**src/light_result_config_regs.vh**
```
// Register map, field layout and timing constants of the light sensor block
`ifndef LIGHT_RESULT_CONFIG_REGS_VH
`define LIGHT_RESULT_CONFIG_REGS_VH

// ****************************************************************
// Register pointers
// ****************************************************************
`define LRC_ADDR_RESULT 8'h00
`define LRC_ADDR_CONFIG 8'h01

// ****************************************************************
// Reset values
// ****************************************************************
`define LRC_CONFIG_RESET 16'hc810
`define LRC_RESULT_RESET 16'h0000

// ****************************************************************
// Field positions
// ****************************************************************
`define LRC_EXP_HI 15
`define LRC_EXP_LO 12
`define LRC_MAN_HI 11
`define LRC_MAN_LO 0
`define LRC_RANGE_HI 15
`define LRC_RANGE_LO 12
`define LRC_INT_TIME_BIT 11
`define LRC_MODE_HI 10
`define LRC_MODE_LO 9
`define LRC_OVERFLOW_BIT 8
`define LRC_READY_BIT 7
`define LRC_HIGH_BIT 6
`define LRC_LOW_BIT 5
`define LRC_LOWCFG_HI 4
`define LRC_LOWCFG_LO 0
`define LRC_MASK_BIT 2

// ****************************************************************
// Field encodings
// ****************************************************************
`define LRC_RANGE_AUTO 4'hc
`define LRC_RANGE_MAX 4'hb
`define LRC_RANGE_MIN 4'h0
`define LRC_MODE_SHUTDOWN 2'h0
`define LRC_MODE_SINGLE 2'h1

// ****************************************************************
// Timing
// ****************************************************************
`define LRC_CLK_HZ 50000000
`define LRC_MS_PER_S 1000
`define LRC_CLK_PER_MS (`LRC_CLK_HZ / `LRC_MS_PER_S)
`define LRC_SHORT_MS 100
`define LRC_LONG_MS 800

`endif

```
**src/integration_timer.v**
```verilog
// Integration timer: millisecond divider and integration length counter
`timescale 1ns/1ps
`include "light_result_config_regs.vh"

module integration_timer #(
	parameter CLK_PER_MS = `LRC_CLK_PER_MS,
	parameter DIV_W = 16,
	parameter MS_W = 10
) (
	// Clock and reset
	input wire clk_sys,
	input wire rst,
	// Control
	input wire start,
	input wire abort,
	input wire long_sel,
	// Status
	output wire busy,
	output reg done
);

	// ****************************************************************
	// Counters
	// ****************************************************************
	// Integration lengths in milliseconds, cut to the counter width
	localparam integer SHORT_MS = `LRC_SHORT_MS;
	localparam integer LONG_MS = `LRC_LONG_MS;
	localparam [MS_W-1:0] SHORT_LIM = SHORT_MS[MS_W-1:0];
	localparam [MS_W-1:0] LONG_LIM = LONG_MS[MS_W-1:0];

	reg [DIV_W-1:0] div_q;
	reg [MS_W-1:0] ms_q;
	reg [MS_W-1:0] limit_q;
	reg busy_q;
	wire ms_tick;

	assign busy = busy_q;
	assign ms_tick = (div_q == CLK_PER_MS[DIV_W-1:0] - 1'b1);

	always @(posedge clk_sys or posedge rst) begin
		if (rst) begin
			div_q <= {DIV_W{1'b0}};
			ms_q <= {MS_W{1'b0}};
			limit_q <= {MS_W{1'b0}};
			busy_q <= 1'b0;
			done <= 1'b0;
		end else begin
			done <= 1'b0;
			if (start) begin
				// Start wins over abort: a restart clears the count
				div_q <= {DIV_W{1'b0}};
				ms_q <= {MS_W{1'b0}};
				busy_q <= 1'b1;
				limit_q <= long_sel ? LONG_LIM : SHORT_LIM;
			end else if (abort) begin
				busy_q <= 1'b0;
			end else if (busy_q) begin
				if (ms_tick) begin
					div_q <= {DIV_W{1'b0}};
					if (ms_q == limit_q - 1'b1) begin
						busy_q <= 1'b0;
						done <= 1'b1;
					end else begin
						ms_q <= ms_q + 1'b1;
					end
				end else begin
					div_q <= div_q + 1'b1;
				end
			end
		end
	end

endmodule

```
**src/light_result_config_regs.v**
```verilog
// Result and configuration registers with conversion sequencing
`timescale 1ns/1ps
`include "light_result_config_regs.vh"

module light_result_config_regs #(
	parameter CLK_PER_MS = `LRC_CLK_PER_MS
) (
	// Clock and reset
	input wire clk_sys,
	input wire rst,
	// Register access by pointer
	input wire [7:0] reg_addr,
	input wire reg_wr,
	input wire reg_rd,
	input wire [15:0] reg_wdata,
	output reg [15:0] reg_rdata,
	// Analog front end
	input wire [11:0] afe_mantissa,
	input wire afe_overflow,
	output wire [3:0] afe_range,
	output wire afe_integrating,
	// Limit compare flags from the comparator block
	input wire high_flag_in,
	input wire low_flag_in
);

	// ****************************************************************
	// States and helpers
	// ****************************************************************
	localparam ST_IDLE = 2'b01;
	localparam ST_CONV = 2'b10;

	// ****************************************************************
	// Reset values
	// ****************************************************************
	localparam [15:0] CFG_RST = `LRC_CONFIG_RESET;
	localparam [3:0] RANGE_RST = CFG_RST[`LRC_RANGE_HI:`LRC_RANGE_LO];
	localparam [0:0] TIME_RST = CFG_RST[`LRC_INT_TIME_BIT];
	localparam [1:0] MODE_RST = CFG_RST[`LRC_MODE_HI:`LRC_MODE_LO];
	localparam [4:0] LOWCFG_RST = CFG_RST[`LRC_LOWCFG_HI:`LRC_LOWCFG_LO];

	// First range of a conversion: lowest in auto, clamped when manual
	function [3:0] start_range;
		input [3:0] sel;
		begin
			if (sel == `LRC_RANGE_AUTO)
				start_range = `LRC_RANGE_MIN;
			else if (sel > `LRC_RANGE_MAX)
				start_range = `LRC_RANGE_MAX;
			else
				start_range = sel;
		end
	endfunction

	// Exponent as reported, zeroed by the mask for range codes below the auto code
	function [3:0] shown_exp;
		input [3:0] exp_val;
		input [3:0] sel;
		input mask;
		begin
			if (mask && sel < `LRC_RANGE_AUTO)
				shown_exp = 4'h0;
			else
				shown_exp = exp_val;
		end
	endfunction

	// Conversion mode field of a configuration word
	function [1:0] mode_field;
		input [15:0] word;
		begin
			mode_field = word[`LRC_MODE_HI:`LRC_MODE_LO];
		end
	endfunction

	// ****************************************************************
	// Registers
	// ****************************************************************
	reg [1:0] state_q;
	reg [3:0] range_select_q;
	reg integration_time_select_q;
	reg [1:0] mode_q;
	reg overflow_flag_q;
	reg conversion_ready_flag_q;
	reg [4:0] cfg_low_q;
	reg [3:0] result_exp_q;
	reg [11:0] result_man_q;
	reg [3:0] cur_range_q;
	reg start_pend_q;
	reg overload_seen_q;

	wire cfg_wr;
	wire cfg_rd;
	wire conv_active;
	wire auto_mode;
	wire step_up;
	wire launch;
	wire timer_done;
	wire timer_busy;
	wire finish;
	wire cont_restart;
	wire single_done;
	wire timer_start;
	wire exponent_mask_enable;
	wire [15:0] config_word;
	wire [15:0] result_word;

	assign cfg_wr = reg_wr && (reg_addr == `LRC_ADDR_CONFIG);
	assign cfg_rd = reg_rd && (reg_addr == `LRC_ADDR_CONFIG);
	assign conv_active = (state_q == ST_CONV);
	assign auto_mode = (range_select_q == `LRC_RANGE_AUTO);
	assign exponent_mask_enable = cfg_low_q[`LRC_MASK_BIT];

	// ****************************************************************
	// Conversion sequencing
	// ****************************************************************
	// Overflow in auto mode below the top range aborts and restarts
	assign step_up = conv_active && !cfg_wr && auto_mode && afe_overflow &&
		(cur_range_q < `LRC_RANGE_MAX);
	assign launch = (state_q == ST_IDLE) && start_pend_q && !cfg_wr;
	assign finish = conv_active && !cfg_wr && !step_up && timer_done;
	assign cont_restart = finish && (mode_q != `LRC_MODE_SINGLE);
	// Single shot ends its run and drops back to shutdown
	assign single_done = finish && (mode_q == `LRC_MODE_SINGLE);
	assign timer_start = launch || step_up || cont_restart;
	assign afe_range = cur_range_q;
	assign afe_integrating = timer_busy;

	integration_timer #(
		.CLK_PER_MS(CLK_PER_MS)
	) u_timer (
		.clk_sys(clk_sys),
		.rst(rst),
		.start(timer_start),
		.abort(cfg_wr),
		.long_sel(integration_time_select_q),
		.busy(timer_busy),
		.done(timer_done)
	);

	// ****************************************************************
	// Configuration fields
	// ****************************************************************
	// A write replaces the writable fields and overrides sequencing
	always @(posedge clk_sys or posedge rst) begin
		if (rst) begin
			range_select_q <= RANGE_RST;
			integration_time_select_q <= TIME_RST;
			mode_q <= MODE_RST;
			cfg_low_q <= LOWCFG_RST;
			start_pend_q <= 1'b0;
		end else if (cfg_wr) begin
			range_select_q <= reg_wdata[`LRC_RANGE_HI:`LRC_RANGE_LO];
			integration_time_select_q <= reg_wdata[`LRC_INT_TIME_BIT];
			mode_q <= mode_field(reg_wdata);
			cfg_low_q <= reg_wdata[`LRC_LOWCFG_HI:`LRC_LOWCFG_LO];
			start_pend_q <= (mode_field(reg_wdata) !=
				`LRC_MODE_SHUTDOWN);
		end else begin
			if (launch)
				start_pend_q <= 1'b0;
			if (single_done)
				mode_q <= `LRC_MODE_SHUTDOWN;
		end
	end

	// ****************************************************************
	// Conversion state
	// ****************************************************************
	always @(posedge clk_sys or posedge rst) begin
		if (rst) begin
			state_q <= ST_IDLE;
		end else if (cfg_wr) begin
			state_q <= ST_IDLE;
		end else begin
			case (state_q)
			ST_IDLE: begin
				if (launch)
					state_q <= ST_CONV;
			end
			ST_CONV: begin
				// Completion of a single shot parks the sequencer
				if (single_done)
					state_q <= ST_IDLE;
			end
			default: begin
				state_q <= ST_IDLE;
			end
			endcase
		end
	end

	// ****************************************************************
	// Range in use and overload memory
	// ****************************************************************
	// Auto ranging restarts low; manual ranging holds the chosen range
	always @(posedge clk_sys or posedge rst) begin
		if (rst) begin
			cur_range_q <= `LRC_RANGE_MIN;
			overload_seen_q <= 1'b0;
		end else begin
			case (state_q)
			ST_IDLE: begin
				if (launch) begin
					cur_range_q <= start_range(range_select_q);
					overload_seen_q <= 1'b0;
				end
			end
			ST_CONV: begin
				if (step_up) begin
					cur_range_q <= cur_range_q + 4'h1;
					overload_seen_q <= 1'b0;
				end else if (finish) begin
					overload_seen_q <= 1'b0;
					if (!single_done)
						cur_range_q <= start_range(range_select_q);
				end else if (afe_overflow) begin
					overload_seen_q <= 1'b1;
				end
			end
			default: begin
				cur_range_q <= cur_range_q;
			end
			endcase
		end
	end

	// ****************************************************************
	// Result word
	// ****************************************************************
	// Only a finished, unaborted integration reaches the result
	always @(posedge clk_sys or posedge rst) begin
		if (rst) begin
			result_exp_q <= 4'h0;
			result_man_q <= 12'h000;
			overflow_flag_q <= 1'b0;
		end else if (finish) begin
			// Exponent carries the range in use
			result_exp_q <= cur_range_q;
			result_man_q <= afe_mantissa;
			overflow_flag_q <= overload_seen_q || afe_overflow;
		end
	end

	// ****************************************************************
	// Ready flag
	// ****************************************************************
	// Set by completion wins over clear by a configuration read
	always @(posedge clk_sys or posedge rst) begin
		if (rst) begin
			conversion_ready_flag_q <= 1'b0;
		end else if (finish) begin
			conversion_ready_flag_q <= 1'b1;
		end else if (cfg_rd) begin
			conversion_ready_flag_q <= 1'b0;
		end
	end

	// ****************************************************************
	// Read path
	// ****************************************************************
	// Flag bits come from hardware only and never from the write data
	assign config_word = {range_select_q, integration_time_select_q, mode_q,
		overflow_flag_q, conversion_ready_flag_q, high_flag_in,
		low_flag_in, cfg_low_q};
	assign result_word = {shown_exp(result_exp_q, range_select_q,
		exponent_mask_enable), result_man_q};

	// Writes to the result pointer fall through without effect
	always @(posedge clk_sys or posedge rst) begin
		if (rst) begin
			reg_rdata <= 16'h0000;
		end else if (reg_rd) begin
			case (reg_addr)
			`LRC_ADDR_RESULT: reg_rdata <= result_word;
			`LRC_ADDR_CONFIG: reg_rdata <= config_word;
			default: reg_rdata <= 16'h0000;
			endcase
		end
	end

endmodule

```
**config.mk**
```make
export PLATFORM = sky130hd
export DESIGN_NAME = light_result_config_regs
export DESIGN_NICKNAME = d
export VERILOG_FILES = /design/src/integration_timer.v /design/src/light_result_config_regs.v
export VERILOG_INCLUDE_DIRS = /design/src
export SDC_FILE = /design/constraint.sdc
export NUM_CORES = 1
export LEC_CHECK = 0
export BUFFER_PORTS_ARGS = -buffer_cell sky130_fd_sc_hd__buf_2
export CORE_UTILIZATION = 51
export DETAILED_ROUTE_END_ITERATION = 8
export PLACE_DENSITY = 0.77
export SKIP_LAST_GASP = 1
export SLEW_MARGIN = 30
export SYNTH_ARGS = -nofsm -noshare
export SYNTH_HDL_FRONTEND = slang
export SYNTH_SLANG_ARGS = --single-unit
```
**constraint.sdc**
```tcl
create_clock -name clk_sys -period 2.3 [get_ports clk_sys]
set_input_delay 0.23 -clock clk_sys [delete_from_list [all_inputs] [get_ports clk_sys]]
set_output_delay 0.23 -clock clk_sys [all_outputs]
set_load 0.1 [all_outputs]
```
==> results.json <==
{
  "dpl-instance-area_um2": 4717,
  "core_area_um2": 7767,
  "synth_area_um2": 4119,
  "dieArea_um2": 8440,
  "avgSynthCellArea_um2": 9.807,
  "finalSetupTns_ns": 0,
  "synthesis.nets": 471,
  "fin_util_pct": 64.11,
  "p_per_area_nw_per_um2": 654.1,
  "overflow": 0,
  "viasPerCell": 5.687,
  "portBuffers": 59,
  "first_iter_violations": 186,
  "synth_cell_types": 52,
  "end_kind": "register",
  "critPathLaunch": "u_timer.ms_q[2]",
  "synth_ff_type": "dfrtp_1",
  "total_switching_power_w": 0.001028,
  "synth_seq_area_share_pct": 51.79,
  "hpwl_um": 6769,
  "ant_nets": 0,
  "internal_power_w": 0.002229,
  "timing.final.crit_share_pct": 98.47,
  "cts_inserted_buffers": 9,
  "diodes": 0,
  "status": "complete, no violations",
  "synth-edff-count": 0,
  "path_depth": 6,
  "synth_top_area_share_pct": 48.60,
  "worstSetupStartpointType": "register",
  "gp_congestion": 0.8487,
  "met1_usage_pct": 33.55,
  "clk_latency_ns": 0.37,
  "synth.area.top_cells": "dfrtp_1 49%, nand2_1 6.3%, o21ai_0 4.9%",
  "required_ns": 2.54,
  "synth-seq-cells": 85,
  "swShare_pct": 31.57,
  "grt_use_total_pct": 24.37,
  "clockBufferDepth": 2,
  "wl_per_cell_um": 15.68,
  "crit_type": "reg -> reg",
  "pre_cts_ws_ns": 0.02781,
  "die_h_um": 91.87,
  "leakagePower_nw": 2.415,
  "cp_top_family": "simple AND/OR/NAND/NOR gates",
  "grt_util_met2_pct": 39.68,
  "p_comb_share_pct": 15.5,
  "gr-usage-met3_pct": 4.312,
  "fin_area_um2": 4980,
  "start_util_pct": 53.03,
  "fill_cells": 661,
  "hold_class": "in -> reg",
  "grt_pass1_wl_um": 16290,
  "worst-path-buf-inv": 0,
  "num_vias": 3475,
  "worst_pin_slew_ns": 0.6597,
  "r2r-start": "u_timer.ms_q[2]",
  "die_w_um": 91.87,
  "drv_slew": 0,
  "pwr-share-seq_pct": 53.3,
  "finalSetupViolCount": 0,
  "synthCells": 420,
  "area_growth_pct": 20.90,
  "htreeDepth": 3,
  "clock-sinks": 85,
  "slowest_delay_ns": 0.55,
  "drc": 0,
  "wl_um": 9581,
  "yosys.area.top_type": "dfrtp_1",
  "finalClockSkew_ns": 0.01588,
  "hold_path_depth": 3,
  "cap_violations": 0,
  "cts_tree": "built",
  "final_cell_mix": "75 x dfrtp_1, 69 x nand2_1, 59 x buf_2",
  "clkPwrFrac_pct": 31.2,
  "ios": 64,
  "cts_root_buf": "clkbuf_8",
  "rows": 32,
  "hold_viol_final": 0,
  "ir_drop_uv": 451.5,
  "layout_commonest_cell": "dfrtp_1",
  "max_clock_freq_ghz": 0.4416,
  "cp_cell_sequence": "or4b_1 -> a211oi_2 -> nand3_2 -> o211ai_1 -> nor2_1 -> a32o_1",
  "grt_max_degree": 32,
  "grt_pass1_vias": 3440,
  "cp_slowest_cell": "or4b_1",
  "r2r_cells": 6,
  "arrival_ns": 2.51,
  "crit_fanout": 6,
  "layout_setup_ws_ns": 0.03530,
  "drive_above_1_share_pct": 27.70,
  "final_net_count": 555,
  "drt_pass1_iterations": 4,
  "min_period_ns": 2.265,
  "relSlewSlack_pct": 55.75,
  "busiest_layer": "met2",
  "yosys_warnings": 0,
  "async_reset_ff_share_pct": 100.0,
  "finalPower_w": 0.003257,
  "min_from": "reg_wdata[4]",
  "antenna_found_initial": 0,
  "cts.clk_slew.worst_paths_ns": 0.10
}
## cell usage after synthesis (all sizes together), types with 6 or more instances
cell	instances
nand2	69
inv	24
mux2	17
xor2	10
a22oi	12
dfrtp	80
ha	8
and3	10
buf	6
nor2	17
clkbuf	9
nand3	18
o21ai	41
or3	11
a21oi	20
## metrics by stage
| stage | hold slack [ns] | instances |
|---|---|---|
| floorplan | 0.3130 | 420 |
| global placement | 0.3303 | 590 |
| detailed placement | 0.3351 | 590 |
| CTS | 0.03313 | 607 |
| global route | 0.03796 | 611 |
| finish | 0.03720 | 611 |
## state kept, by name, indices dropped and copies added (netlist names), 2 cells and up
name,count
cfg_low_q,5
reg_rdata,16
u_timer.div_q,16
u_timer.limit_q,3
result_exp_q,4
state_q,2
range_select_q,4
mode_q,2
u_timer.ms_q,10
result_man_q,12
afe_range,4
## routing by layer
layer	up-vias	share of wire (%)	wire length [um]
li1	1654	-	-
met1	1738	46	4403
met2	70	50	4784
met3	13	2.8	268
met4	0	1.3	124
met5	-	0	0
## worst register-to-register path, cell delays in order, from the launching register on
cell      delay (ns)
dfrtp_1         0.49
or4b_1          0.56
a211oi_2        0.23
nand3_2         0.20
o211ai_1        0.39
nor2_1          0.08
a32o_1          0.21
## layout make-up
| cell class | count | area, um2 | area share (%) |
|---|---|---|---|
| clock buffer | 10 | 137.6 | 2.764 |
| clock inverter | 6 | 53.80 | 1.080 |
| sequential | 85 | 2150 | 43.17 |
| inverter | 24 | 93.84 | 1.884 |
| timing repair buffer | 88 | 540.5 | 10.85 |
| tap | 102 | 127.6 | 2.563 |
| multi-input combinational | 296 | 1877 | 37.69 |
## power by group through the flow
stage	registers, W	clock network [W]	logic [W]
2_1_floorplan	0.00186	0	0.000230
3_3_place_gp	0.00175	0	0.000478
3_5_place_dp	0.00176	0	0.000500
4_1_cts	0.00174	0.00103	0.000502
5_1_grt	0.00175	0.00110	0.000561
6_report	0.00174	0.00102	0.000504
## timing repair
| action | CTS | global route |
|---|---|---|
| buffers inserted | 0 | 4 |
| setup endpoints to repair | 2 | 10 |
| resized for setup | 1 | 6 |
| pin swaps | 0 | 2 |
| hold endpoints to repair | 21 | 0 |
| hold buffers | 1 | 0 |
## path summary, 6_finish.rpt
| check | slack [ns] | endpoint |
|---|---|---|
| worst max-delay path | 0.04 | u_timer.ms_q[1] |
| worst min-delay path | 0.04 | cfg_low_q[4] |
| worst max register to register | 0.04 | u_timer.ms_q[1] |
| worst min register to register | 0.47 | cfg_low_q[4] |
| max in group asynchronous | 1.12 | integration_time_select_q |
| min in group asynchronous | 0.48 | afe_range[0] |
## cells by family after synthesis
family | after synthesis | synth area share, %
xor+xnor | 14 | 2.977
mux | 18 | 4.891
compound gates | 102 | 15.58
flops | 85 | 51.79
buf+inv | 39 | 3.706
simple gates | 154 | 18.62
fa+ha+maj | 8 | 2.430
No activity file was read; power rests on OpenSTA's default activity.
